==> src/tmal_pkg.sv <==
package tmal_pkg;
	// ----------------------------------------
	// Widths
	// ----------------------------------------
	localparam int ACC_W  = 32;
	localparam int DATA_W = 16;
	localparam int PMA_W  = 12;
	localparam int DMA_W  = 8;
	localparam int OFS_W  = 7;
	localparam int STK_DEPTH = 4;

	// ----------------------------------------
	// Opcode patterns (bits 15..8; OPC_ZAC is the whole 16-bit word)
	// ----------------------------------------
	localparam logic [7:0] OPC_SUB_UNSIGNED_OP = 8'h64;
	localparam logic [7:0] OPC_TABLE_READ_OP = 8'h67;
	localparam logic [7:0] OPC_TABLE_WRITE_OP = 8'h7D;
	localparam logic [7:0] OPC_XOR  = 8'h78;
	localparam logic [7:0] OPC_ZERO_LOW_LOAD_HIGH_OP = 8'h65;
	localparam logic [7:0] OPC_ZERO_HIGH_LOAD_LOW_OP = 8'h66;
	localparam logic [15:0] OPC_ZAC = 16'h7F89;

	// ----------------------------------------
	// Instruction field positions
	// ----------------------------------------
	localparam int IND_BIT    = 7;
	localparam int IMOD_LO    = 4;
	localparam int NARP_EN    = 3;
	localparam int NARP_BIT   = 0;

	// ----------------------------------------
	// Reset values and saturation limits
	// ----------------------------------------
	localparam logic [31:0] ACC_RST = 32'h00000000;
	localparam logic [11:0] PC_RST  = 12'h000;
	localparam logic [31:0] SAT_POS = 32'h7FFFFFFF;
	localparam logic [31:0] SAT_NEG = 32'h80000000;
	localparam int TBL_CYCLES = 3;

	typedef enum logic [1:0] {
		TMAL_IDLE = 2'b00,
		TMAL_MEM1 = 2'b01,
		TMAL_MEM2 = 2'b10
	} tmal_state_t;
endpackage : tmal_pkg

==> src/tmal_addr_gen.sv <==
`timescale 1ns/1ps
`default_nettype none
// ----------------------------------------
// Data address former and pointer update
// ----------------------------------------
module tmal_addr_gen
	import tmal_pkg::*;
(
	input  wire logic [15:0]     instr_i,        // Instruction word
	input  wire logic            page_pointer_i, // Page pointer bit
	input  wire logic            aux_reg_pointer_i, // Current pointer
	input  wire logic [DMA_W-1:0] aux0_i,        // Aux register 0
	input  wire logic [DMA_W-1:0] aux1_i,        // Aux register 1
	output logic      [DMA_W-1:0] dma_o,         // Formed address
	output logic      [DMA_W-1:0] aux_new_o,     // Post-modified aux value
	output logic                 aux_upd_o,      // Aux write wanted
	output logic                 next_arp_o      // Pointer after instruction
);
	logic [DMA_W-1:0] sel;

	// Direct uses page bit and offset; indirect uses the pointed aux
	always_comb
	begin
		sel        = aux_reg_pointer_i ? aux1_i : aux0_i;
		dma_o      = instr_i[IND_BIT] ? sel : {page_pointer_i, instr_i[OFS_W-1:0]};
		aux_upd_o  = 1'b0;
		aux_new_o  = sel;
		next_arp_o = aux_reg_pointer_i;
		if (instr_i[IND_BIT])
		begin
			// Bit 5 = increment, bit 4 = decrement, applied after access
			if (instr_i[5])
			begin
				aux_new_o = sel + 8'h01;
				aux_upd_o = 1'b1;
			end
			else if (instr_i[IMOD_LO])
			begin
				aux_new_o = sel - 8'h01;
				aux_upd_o = 1'b1;
			end
			if (!instr_i[NARP_EN])
				next_arp_o = instr_i[NARP_BIT]; // Only AR0/AR1 selectable
		end
	end
endmodule : tmal_addr_gen
`default_nettype wire

==> src/tmal_core.sv <==
`timescale 1ns/1ps
`default_nettype none
module tmal_core
	import tmal_pkg::*;
(
	input  wire logic              sys_clk_i,        // 10 MHz clock
	input  wire logic              nrst_i,           // Async reset, active low
	input  wire logic [15:0]       instr_i,          // Fetched instruction
	input  wire logic              instr_valid_i,    // Instruction offered
	input  wire logic              saturate_mode_bit_i, // Saturation enable
	input  wire logic              page_pointer_i,   // Data page bit
	input  wire logic [DATA_W-1:0] dmem_rdata_i,     // Data memory read word
	input  wire logic [DATA_W-1:0] pmem_rdata_i,     // Program memory read word
	output logic                   busy_o,           // Table move in progress
	output logic [PMA_W-1:0]       pc_o,             // Program counter
	output logic [ACC_W-1:0]       accumulator_o,    // Accumulator
	output logic                   overflow_flag_o,  // Sticky overflow flag
	output logic                   aux_reg_pointer_o, // Aux register pointer
	output logic [DMA_W-1:0]       aux0_o,           // Aux register 0
	output logic [DMA_W-1:0]       aux1_o,           // Aux register 1
	output logic [PMA_W-1:0]       stack_top_o,      // Top of stack
	output logic [DMA_W-1:0]       dmem_addr_o,      // Data memory address
	output logic                   dmem_rd_o,        // Data memory read strobe
	output logic                   dmem_wr_o,        // Data memory write strobe
	output logic [DATA_W-1:0]      dmem_wdata_o,     // Data memory write word
	output logic [PMA_W-1:0]       pmem_addr_o,      // Program memory address
	output logic                   pmem_rd_o,        // Program memory read strobe
	output logic                   pmem_wr_o,        // Program memory write strobe
	output logic [DATA_W-1:0]      pmem_wdata_o      // Program memory write word
);
	// ----------------------------------------
	// State
	// ----------------------------------------
	typedef struct packed {
		tmal_state_t      st;
		logic             bsy;
		logic             is_table_write_op;
		logic [PMA_W-1:0] pc;
		logic [ACC_W-1:0] acc;
		logic             ov;
		logic             aux_reg_pointer;
		logic [DMA_W-1:0] ar0;
		logic [DMA_W-1:0] ar1;
		logic [STK_DEPTH-1:0][PMA_W-1:0] stk;
		logic [DMA_W-1:0]  lat_dma;
		logic [DMA_W-1:0]  lat_aux;
		logic              lat_aupd;
		logic              lat_narp;
		logic [DMA_W-1:0]  daddr;
		logic              drd;
		logic              dwr;
		logic [DATA_W-1:0] dwdata;
		logic [PMA_W-1:0]  paddr;
		logic              prd;
		logic              pwr;
		logic [DATA_W-1:0] pwdata;
	} tmal_regs_t;

	tmal_regs_t r;
	tmal_regs_t next_r;

	logic [DMA_W-1:0] ag_dma;
	logic [DMA_W-1:0] ag_aux;
	logic             ag_upd;
	logic             ag_narp;

	// Operand is the memory word present in the decode cycle
	logic [32:0] diff;
	logic        sub_ovf;

	// ----------------------------------------
	// Address generation
	// ----------------------------------------
	tmal_addr_gen u_addr
	(
		.instr_i           (instr_i),
		.page_pointer_i    (page_pointer_i),
		.aux_reg_pointer_i (r.aux_reg_pointer),
		.aux0_i            (r.ar0),
		.aux1_i            (r.ar1),
		.dma_o             (ag_dma),
		.aux_new_o         (ag_aux),
		.aux_upd_o         (ag_upd),
		.next_arp_o        (ag_narp)
	);

	// Applies post-modify of the pointed aux register and pointer change
	function automatic tmal_regs_t apply_ptr(input tmal_regs_t s, input logic upd,
		input logic [DMA_W-1:0] val, input logic narp);
		tmal_regs_t t;
		t = s;
		if (upd)
		begin
			if (s.aux_reg_pointer)
				t.ar1 = val;
			else
				t.ar0 = val;
		end
		t.aux_reg_pointer = narp;
		return t;
	endfunction : apply_ptr

	// ----------------------------------------
	// Next-state logic
	// ----------------------------------------
	always_comb
	begin
		next_r      = r;
		next_r.drd  = 1'b0;
		next_r.dwr  = 1'b0;
		next_r.prd  = 1'b0;
		next_r.pwr  = 1'b0;
		// Sign-extend accumulator, zero-extend operand to 33 bits
		diff    = 33'({r.acc[31], r.acc} - {17'h00000, dmem_rdata_i});
		sub_ovf = r.acc[31] & ~diff[31];
		unique case (r.st)
			TMAL_IDLE:
			begin
				if (instr_valid_i)
				begin
					next_r.pc = r.pc + 12'h001;
					if (instr_i[15:8] == OPC_SUB_UNSIGNED_OP)
					begin
						if (sub_ovf)
						begin
							next_r.ov  = 1'b1;
							next_r.acc = saturate_mode_bit_i ? SAT_NEG : diff[31:0];
						end
						else
							next_r.acc = diff[31:0];
						next_r = apply_ptr(next_r, ag_upd, ag_aux, ag_narp);
					end
					else if (instr_i[15:8] == OPC_XOR)
					begin
						next_r.acc = {r.acc[31:16], r.acc[15:0] ^ dmem_rdata_i};
						next_r = apply_ptr(next_r, ag_upd, ag_aux, ag_narp);
					end
					else if (instr_i == OPC_ZAC)
						next_r.acc = ACC_RST;
					else if (instr_i[15:8] == OPC_ZERO_LOW_LOAD_HIGH_OP)
					begin
						next_r.acc = {dmem_rdata_i, 16'h0000};
						next_r = apply_ptr(next_r, ag_upd, ag_aux, ag_narp);
					end
					else if (instr_i[15:8] == OPC_ZERO_HIGH_LOAD_LOW_OP)
					begin
						next_r.acc = {16'h0000, dmem_rdata_i};
						next_r = apply_ptr(next_r, ag_upd, ag_aux, ag_narp);
					end
					else if (instr_i[15:8] == OPC_TABLE_READ_OP || instr_i[15:8] == OPC_TABLE_WRITE_OP)
					begin
						// Push PC+1; deepest entry lost, copies the one above
						next_r.stk[0] = r.pc + 12'h001;
						next_r.stk[1] = r.stk[0];
						next_r.stk[2] = r.stk[1];
						next_r.stk[3] = r.stk[2];
						next_r.pc       = r.acc[PMA_W-1:0];
						next_r.is_table_write_op  = (instr_i[15:8] == OPC_TABLE_WRITE_OP);
						next_r.lat_dma  = ag_dma;
						next_r.lat_aux  = ag_aux;
						next_r.lat_aupd = ag_upd;
						next_r.lat_narp = ag_narp;
						next_r.st       = TMAL_MEM1;
						if (instr_i[15:8] == OPC_TABLE_WRITE_OP)
						begin
							next_r.daddr = ag_dma; // Data read first
							next_r.drd   = 1'b1;
						end
						else
						begin
							next_r.paddr = r.acc[PMA_W-1:0];
							next_r.prd   = 1'b1;
						end
					end
				end
			end
			TMAL_MEM1:
			begin
				next_r.st = TMAL_MEM2;
				if (r.is_table_write_op)
				begin
					next_r.paddr  = r.pc;
					next_r.pwdata = dmem_rdata_i;
					next_r.pwr    = 1'b1;
				end
				else
				begin
					next_r.daddr  = r.lat_dma;
					next_r.dwdata = pmem_rdata_i;
					next_r.dwr    = 1'b1;
				end
			end
			TMAL_MEM2:
			begin
				// Third cycle: restore PC from stack top, pop
				next_r.pc     = r.stk[0];
				next_r.stk[0] = r.stk[1];
				next_r.stk[1] = r.stk[2];
				next_r.stk[2] = r.stk[3];
				next_r.st     = TMAL_IDLE;
				next_r = apply_ptr(next_r, r.lat_aupd, r.lat_aux, r.lat_narp);
			end
			default:
				next_r.st = TMAL_IDLE;
		endcase
		// Busy kept as its own flop so the port has no decode behind it
		next_r.bsy = (next_r.st != TMAL_IDLE);
	end

	// ----------------------------------------
	// State register
	// ----------------------------------------
	always_ff @(posedge sys_clk_i or negedge nrst_i)
	begin
		if (!nrst_i)
		begin
			r        <= '0;
			r.st     <= TMAL_IDLE;
			r.pc     <= PC_RST;
			r.acc    <= ACC_RST;
		end
		else
			r <= next_r;
	end

	// Outputs straight from flip-flops
	assign busy_o            = r.bsy;
	assign pc_o              = r.pc;
	assign accumulator_o     = r.acc;
	assign overflow_flag_o   = r.ov;
	assign aux_reg_pointer_o = r.aux_reg_pointer;
	assign aux0_o            = r.ar0;
	assign aux1_o            = r.ar1;
	assign stack_top_o       = r.stk[0];
	assign dmem_addr_o       = r.daddr;
	assign dmem_rd_o         = r.drd;
	assign dmem_wr_o         = r.dwr;
	assign dmem_wdata_o      = r.dwdata;
	assign pmem_addr_o       = r.paddr;
	assign pmem_rd_o         = r.prd;
	assign pmem_wr_o         = r.pwr;
	assign pmem_wdata_o      = r.pwdata;
endmodule : tmal_core
`default_nettype wire

==> config.mk <==
export PLATFORM = sky130hd
export DESIGN_NAME = tmal_core
export DESIGN_NICKNAME = d
export VERILOG_FILES = /design/src/tmal_pkg.sv /design/src/tmal_addr_gen.sv /design/src/tmal_core.sv
export SDC_FILE = /design/constraint.sdc
export NUM_CORES = 1
export LEC_CHECK = 0
export ABC_AREA = 1
export BUFFER_PORTS_ARGS = -buffer_cell sky130_fd_sc_hd__buf_2
export CORE_MARGIN = 2
export CORE_UTILIZATION = 33
export CTS_CLUSTER_DIAMETER = 40
export DETAILED_ROUTE_END_ITERATION = 8
export GPL_TIMING_DRIVEN = 1
export SLEW_MARGIN = 20
export SYNTH_ARGS = -nofsm -noshare
export SYNTH_HDL_FRONTEND = slang
export SYNTH_HIERARCHICAL = 1
export SYNTH_SLANG_ARGS = --single-unit
==> constraint.sdc <==
create_clock -name sys_clk_i -period 5.59 [get_ports sys_clk_i]
set_input_delay 0.8385 -clock sys_clk_i [delete_from_list [all_inputs] [get_ports sys_clk_i]]
set_output_delay 0.8385 -clock sys_clk_i [all_outputs]
set_load 0.1 [all_outputs]
==> impl_results.md, run 1 <==
* Status: complete, no violations
* Max-slew violations at 0
* GRT Total Usage at 20.2%
* Routed via count at 11107
* Yosys Warn Count at 6
* # setup viols final at 0
* CP max-delay cell: nand4_1
* P_leak at 6.92 nW
* Max Fclk at 282 MHz
* Placement Setup Slack at 1.71 ns
* Worst Setup Start Kind: primary input
* CTS Buf Count at 17
* DIE AREA at 0.0390 mm2
* Seq/Total Area, Yosys at 38.1%
* Port Buf Inserts at 183
* Root buf cell: clkbuf_16
* Max Buffers Root-to-Sink at 2
* Htree depth at 4
* CP arrival at 3.93 ns
* Critical R2R Launch: accumulator_o[10]
* # nets final at 1815
* Async S/R FF share, synth at 100%
* Final hold violations at 0
* Global-route wire length before repair at 60700 um
* Die Width at 197 um
* Worst-path fanout max at 14
* CP bufs+invs at 3
* CTS tree: built
* Skew-Pair Late Insertion Delay at 0.45 ns
* Critical path's largest stage delay at 0.65 ns
* Synth unique cells at 51
* Worst setup path startpoint: dmem_rdata_i[6]
* Clock-pin slew of the registers on the worst-case setup and hold paths at 0.07 ns
* Diode count at 0
* Period utilisation layout at 63.5%
* Post-synth EDFFs at 0
* Clock sinks at 188
* Tightest Hold Check Type: in2async
* Resized Gates After CTS at 0
* DRC Markers at 0
* Die span in y at 197 um
* Power per cell area at 378 mW/mm2
* Minimum clock period at 3.55 ns
* DRT Pass-1 Iters at 7
* Critical-path cell list: buf_2 -> inv_1 -> ha_1 -> nand2_1 -> nor2_1 -> nand3_1 -> nand3_1 -> nand2_1 -> nand3_1 -> nor2_1 -> ha_1 -> nand2_1 -> nand4_1 -> inv_1 -> nand3_1 -> o21ai_0 -> nor2_1 -> nor2_1
* IO Pins at 184
* VDD IR max at 215 uV
* Mean routed wirelength per cell at 17.6 um
* CP Class: in2reg
* Critical Path Sink Type: flop
* Mean area per synthesized cell at 7.19 um2
* Largest net degree at the start of global routing at 118
* Antenna-violating nets left at 0
* Final GP Congestion at 0.920
* Mapped Cells at 1715
* Fillers at 3952
* Dpl hpwl at 29300 um
* Cell Rows at 70
* Hold buffer count at CTS at 0
* Setup WS post-layout at 2.04 ns
* Initial antenna violation count at 2
* Final Cell Area at 0.0132 mm2
* RSZ-0062 raised after global routing: no
* Core area at 0.0367 mm2
* Skew final at 0.0132 ns
* Proportion of layout cells with a drive suffix above 1 at 16.3%
* DRT iter0 DRCs at 916
* Mapped Nets at 1790
* Mapped cell area at 0.0123 mm2
* Crit path max-delay family: simple AND/OR/NAND/NOR gates
* Initial Util at 33.6%
* Area Overhead vs Synth at 7.33%
* GRT overflow at 0
* Vias in the first global route at 10508
* Placed Area at 0.0126 mm2
* Vias per cell at 5.00
* Post-synth top flop: dfrtp_1
* Max cap viols at 0
* Least-Margin Pin Slew at 1.09 ns
* Wirelength, routed at 39100 um
* CP required at 5.98 ns
* Final TNS setup at 0 ns
* Headroom to the max-slew limit at 26.9%
* Number of synthesized register bits at 188
* Post-CTS setup buffer count at 0
==> routing by layer <==
layer	share of wire, %	vias to the layer above	GRT usage (%)
li1	-	5473	-
met1	45	5280	26.9
met2	47	291	32.6
met3	5.0	59	3.70
met4	3.0	4	8.05
met5	0.087	-	0
==> report_power, final <==
part / internal (W) / switching (W) / total (W)
registers: 0.00153 / 0.000210 / 0.00175
logic: 0.000416 / 0.00159 / 0.00201
clock network: 0.000635 / 0.000618 / 0.00125
total: 0.00259 / 0.00242 / 0.00501
==> final timing paths <==
check / to / cells past startpoint / slack [ns]
setup / recovery: accumulator_o[10] / 18 / 2.04
hold / removal: r[113] / 1 / 0.29
setup reg to reg: accumulator_o[10] / 16 / 2.05
hold reg to reg: dmem_wdata_o[5] / 2 / 0.47
max in group asynchronous: aux0_o[5] / 2 / 4.34
min in group sys_clk_i: dmem_wdata_o[5] / 2 / 0.47
==> sequential cells by signal, summed over array words and instances, names as in the netlist, 12 cells and up <==
signal	cells
stack_top_o	12
pc_o	12
r	57
dmem_wdata_o	16
pmem_wdata_o	16
pmem_addr_o	12
accumulator_o	32
==> synthesized netlist by cell type, types with 2 or more instances <==
cell | number | area share [%]
dfrtp_1 | 188 | 38
nand4_1 | 15 | 0.76
nor2_4 | 6 | 0.55
buf_1 | 2 | 0.061
nand2_2 | 13 | 0.66
xnor2_1 | 5 | 0.35
nand3_2 | 5 | 0.41
a21oi_1 | 136 | 5.5
mux2i_1 | 17 | 1.4
nor3_1 | 14 | 0.57
nand3b_1 | 2 | 0.12
or2_2 | 3 | 0.15
nand3_1 | 121 | 4.9
buf_2 | 20 | 0.81
mux2_2 | 8 | 0.73
o21ai_1 | 16 | 0.65
o22ai_1 | 30 | 1.5
o21ai_0 | 87 | 3.5
xor2_1 | 11 | 0.78
clkbuf_1 | 21 | 0.64
a31oi_1 | 3 | 0.15
o21ai_2 | 2 | 0.14
nand2_1 | 441 | 13
o2111ai_1 | 2 | 0.14
inv_1 | 168 | 5.1
inv_2 | 15 | 0.46
buf_4 | 132 | 8.0
a22oi_1 | 8 | 0.49
o21bai_1 | 2 | 0.12
nor2_2 | 7 | 0.35
ha_1 | 21 | 2.1
buf_6 | 5 | 0.46
o41ai_1 | 2 | 0.14
nand2_4 | 3 | 0.27
nor2_1 | 168 | 5.1
==> layout by cell type, fill, tap and decap left out, types with 3 or more instances in the layout <==
| cell | count |
|---|---|
| buf_4 | 3 |
| a21oi_1 | 136 |
| clkinv_4 | 3 |
| nand2_1 | 441 |
| inv_2 | 15 |
| nor3_1 | 14 |
| mux2i_1 | 17 |
| inv_8 | 3 |
| xor2_1 | 11 |
| mux2_2 | 8 |
| nor2_1 | 168 |
| buf_2 | 182 |
| nor2_4 | 6 |
| inv_1 | 168 |
| a31oi_1 | 3 |
| nand4_1 | 15 |
| o21ai_0 | 87 |
| or2_2 | 3 |
| o22ai_1 | 30 |
| nand3_1 | 121 |
| o21ai_1 | 16 |
| inv_6 | 4 |
| dfrtp_1 | 188 |
| nand2_2 | 13 |
| ha_1 | 21 |
| xnor2_1 | 5 |
| a22oi_1 | 8 |
| nor2_2 | 7 |
| nand3_2 | 5 |
| nand2_4 | 3 |
| clkbuf_16 | 17 |
==> cells by family (layout without fill, tap and decap cells) <==
kind of cell	count (synthesis)	in the layout	share of synthesized area, %
fa+ha+maj	22	22	2.29
compound gates	295	295	13.0
flops	188	188	38.1
mux	25	25	2.11
simple gates	803	803	27.7
buf+inv	366	404	15.7
xor+xnor	16	16	1.14
==> per-stage QoR <==
step                      utilization [%]  hold slack (ns)  cells  power [W]
after global placement               34.4            0.450   2188    0.00376
after global routing                 36.1            0.291   2221    0.00529
after detailed placement             34.4            0.455   2188    0.00378
after CTS                            36.0            0.472   2220    0.00505
after floorplan                         -            0.443   1715    0.00348
final                                36.1            0.290   2221    0.00501
==> final cells by class <==
class	count	area, um2	share of cell area (%)
clock buffer	18	429	3.24
clock inverter	14	154	1.16
inverter	185	696	5.25
multi-input combinational	1161	5700	43.0
sequential	188	4700	35.5
tap	468	586	4.42
timing repair buffer	187	975	7.36
(Power assumes the default switching activity.)
==> inputs of run 2 (changes only) <==
- ABC_AREA: 1 -> 0
- clock period: 5.59 -> 3 ns (I/O delays scaled with it)
==> run 2 against run 1 <==
The run now ends with setup timing left. Power grew 69%. Non-clock buffer count is 163 higher. Clock power grew 84%. Global-route usage up 0.41 points. Register-to-register slack got worse by 2.1 ns. Die area fell by 9.3%. Wire length shrank 5.7%. Worst setup slack worse by 2.1 ns. Sequential share of layout area is 1.2 points lower. Critical path type is now reg2reg. Critical endpoint is now accumulator_o[18]. Largest power group is now sequential cells.
==> impl_results.md, run 2 <==
* Mapped Cells at 1263
* Initial antenna violation count at 2
* Proportion of layout cells with a drive suffix above 1 at 32.9%
* Htree depth at 4
* Top-count cell post-synth: nand2_1
* Core area at 0.0334 mm2
* Critical Path Sink Type: flop
* DRC Markers at 0
* Max-slew violations at 0
* Die span in y at 188 um
* # setup viols final at 5
* Max reg flops at 57
* DRT Pass-1 Iters at 5
* Commonest cells in the netlist: 196 x nand2_1, 188 x dfrtp_1, 124 x buf_4
* Setup WS post-layout at -0.0447 ns
* Mean area per synthesized cell at 8.84 um2
* Initial Util at 33.4%
* Cell Rows at 67
* Port Buf Inserts at 183
* CP max-delay cell: dfrtp_1
* Area of the multi-input gates at 0.00548 mm2
* Least-Margin Pin Slew at 0.790 ns
* Dpl hpwl at 28300 um
* RSZ-0062 raised after global routing: yes
* Synth unique cells at 73
* Max cap viols at 0
* CTS Buf Count at 17
* Top cell type's share of synthesized area at 42.1%
* Post-synth EDFFs at 0
* Max Fclk at 328 MHz
* Final hold violations at 0
* CP bufs+invs at 3
* Antenna-violating nets left at 0
* Seq/Total Area, Yosys at 42.1%
* Post-synth top area cell: dfrtp_1
* Final GP Congestion at 0.918
* DIE AREA at 0.0353 mm2
* Root buf cell: clkbuf_16
* Synth area leaders: dfrtp_1 42%, buf_4 8.3%, nand2_1 6.6%
* Tightest Hold Check Type: in2reg
* Power per cell area at 615 mW/mm2
* Clock sinks at 188
* Status: finished with violations
* Max Buffers Root-to-Sink at 2
* Post-synth top flop: dfrtp_1
* Clock-pin slew of the registers on the worst-case setup and hold paths at 0.08 ns
* Largest net degree at the start of global routing at 73
* CP required at 3.37 ns
* CTS tree: built
* DRT iter0 DRCs at 739
* Minimum clock period at 3.04 ns
* CP Class: reg2reg
* Skew final at 0.0201 ns
* Crit path max-delay family: simple AND/OR/NAND/NOR gates
* Yosys Warn Count at 6
* # nets final at 1515
* IO Pins at 184
* Headroom to the max-slew limit at 47.0%
* Global-route wire length before repair at 56300 um
* Worst-path fanout max at 6
* Die Width at 188 um
* Skew-Pair Late Insertion Delay at 0.45 ns
* Worst Setup Start Kind: flop
* Period utilisation layout at 101%
* Register area at 0.00471 mm2
* Failing checks: setup timing
* Wirelength, routed at 36900 um
* Critical path's largest stage delay at 0.45 ns
* Vias in the first global route at 9390
* Mapped Nets at 1338
* Critical-path cell list: ha_4 -> and3_4 -> nand4_1 -> a211oi_2 -> buf_4 -> o21ai_4 -> nor2_2 -> nor3_2 -> ha_2 -> nand2_2 -> nand2_2 -> or3_4 -> buf_6 -> buf_6 -> o31a_1 -> o22ai_1
* Area Overhead vs Synth at 23.1%
* Async S/R FF share, synth at 100%
* Final core utilization at 41.1%
* GRT overflow at 0
* Most frequent cells in the layout: 190 x nand2_1, 184 x dfrtp_1, 182 x buf_2, 151 x buf_4, 94 x a21oi_1
* Biggest register: r
* Mapped cell area at 0.0112 mm2
* Vias per cell at 5.20
* Mean routed wirelength per cell at 19.4 um
* Fillers at 3333
* VDD IR max at 420 uV
* Hold slack at 0.237 ns
* Number of synthesized register bits at 188
* GRT Total Usage at 20.7%
* CP arrival at 3.41 ns
* P_leak at 6.55 nW
* Routed via count at 9873
* Most common library cell in the layout ignoring fill and taps: nand2_1
## run 2: cell types whose count changed after synthesis, sizes merged, moves of 24 or more
| cell | before | now |
|---|---|---|
| a22oi | 8 | 74 |
| nor2 | 182 | 96 |
| a21oi | 137 | 97 |
| inv | 183 | 31 |
| nand3 | 126 | 25 |
| nand2 | 457 | 196 |
| o21ai | 105 | 81 |
## run 2: kinds of logic after synthesis
logic type / after synthesis / synth area share, %
AO/OA/AOI/OAI: 366 / 21.4
XOR/XNOR: 19 / 1.49
adder cells (fa/ha/maj): 22 / 2.53
buffers and inverters: 223 / 12.3
flip-flops: 188 / 42.1
multiplexers: 29 / 2.87
AND/OR/NAND/NOR: 416 / 17.3
## run 2: repair_timing
action / CTS / global route
gates resized for setup: 38 / 45
setup buffers: 5 / 5
endpoints found under the hold margin: 4 / 0
endpoints found under the setup margin: 25 / 31
hold buffers: 1 / 0
pin swaps: 27 / 24
## run 2: power breakdown
| group | switching (W) | internal (W) |
|---|---|---|
| Combinational | 0.00220 | 0.000812 |
| Clock | 0.00112 | 0.00117 |
| Sequential | 0.000345 | 0.00280 |
| Total | 0.00367 | 0.00478 |
## run 2: per-layer routing
layer / GRT usage, % / part of all wire, % / vias up
met2: 35.0 / 48 / 332
met4: 5.75 / 2.3 / 4
li1: - / - / 4712
met1: 26.9 / 43 / 4774
met5: 0 / 0.070 / -
met3: 4.01 / 6.2 / 51
## run 2: path summary, 6_finish.rpt
path | from | to | slack, ns | depth (start not counted)
min reg2reg | r[67] | r[67] | 0.47 | 2
min in group asynchronous | nrst_i | aux1_o[4] | 0.54 | 2
max reg2reg | accumulator_o[10] | accumulator_o[18] | -0.04 | 16
min | pmem_rdata_i[11] | dmem_wdata_o[11] | 0.24 | 2
max | accumulator_o[10] | accumulator_o[18] | -0.04 | 16
max in group asynchronous | nrst_i | accumulator_o[8] | 1.66 | 3
## run 2: layout make-up
type | count | share of cell area [%]
Antenna cell | 1 | 0.0182
Inverter | 31 | 0.956
Tap cell | 448 | 4.08
Multi-Input combinational cell | 852 | 39.9
Clock inverter | 13 | 1.07
Timing Repair Buffer | 350 | 16.6
Clock buffer | 17 | 3.10
Sequential cell | 188 | 34.3
## run 2: stage by stage
stage	instance area [um2]	power (W)	cells	setup slack (ns)	TNS [ns]
after global placement	12700	0.00610	1859	-0.343	-6.43
after global routing	13700	0.00881	1899	-0.181	-3.02
final	13700	0.00845	1900	-0.0447	-0.107
after CTS	13500	0.00846	1894	-0.145	-1.99
after detailed placement	12700	0.00612	1859	-0.371	-8.48
after floorplan	11300	0.00540	1263	-0.0265	-0.0323
## run 2: worst register-to-register path: stages, from the launching register on
cell      delay [ns]
dfrtp_1         0.45
ha_4            0.29
and3_4          0.17
nand4_1         0.12
a211oi_2        0.18
buf_4           0.16
o21ai_4         0.05
nor2_2          0.11
nor3_2          0.05
ha_2            0.19
nand2_2         0.07
nand2_2         0.08
or3_4           0.36
buf_6           0.15
buf_6           0.13
o31a_1          0.24
o22ai_1         0.16
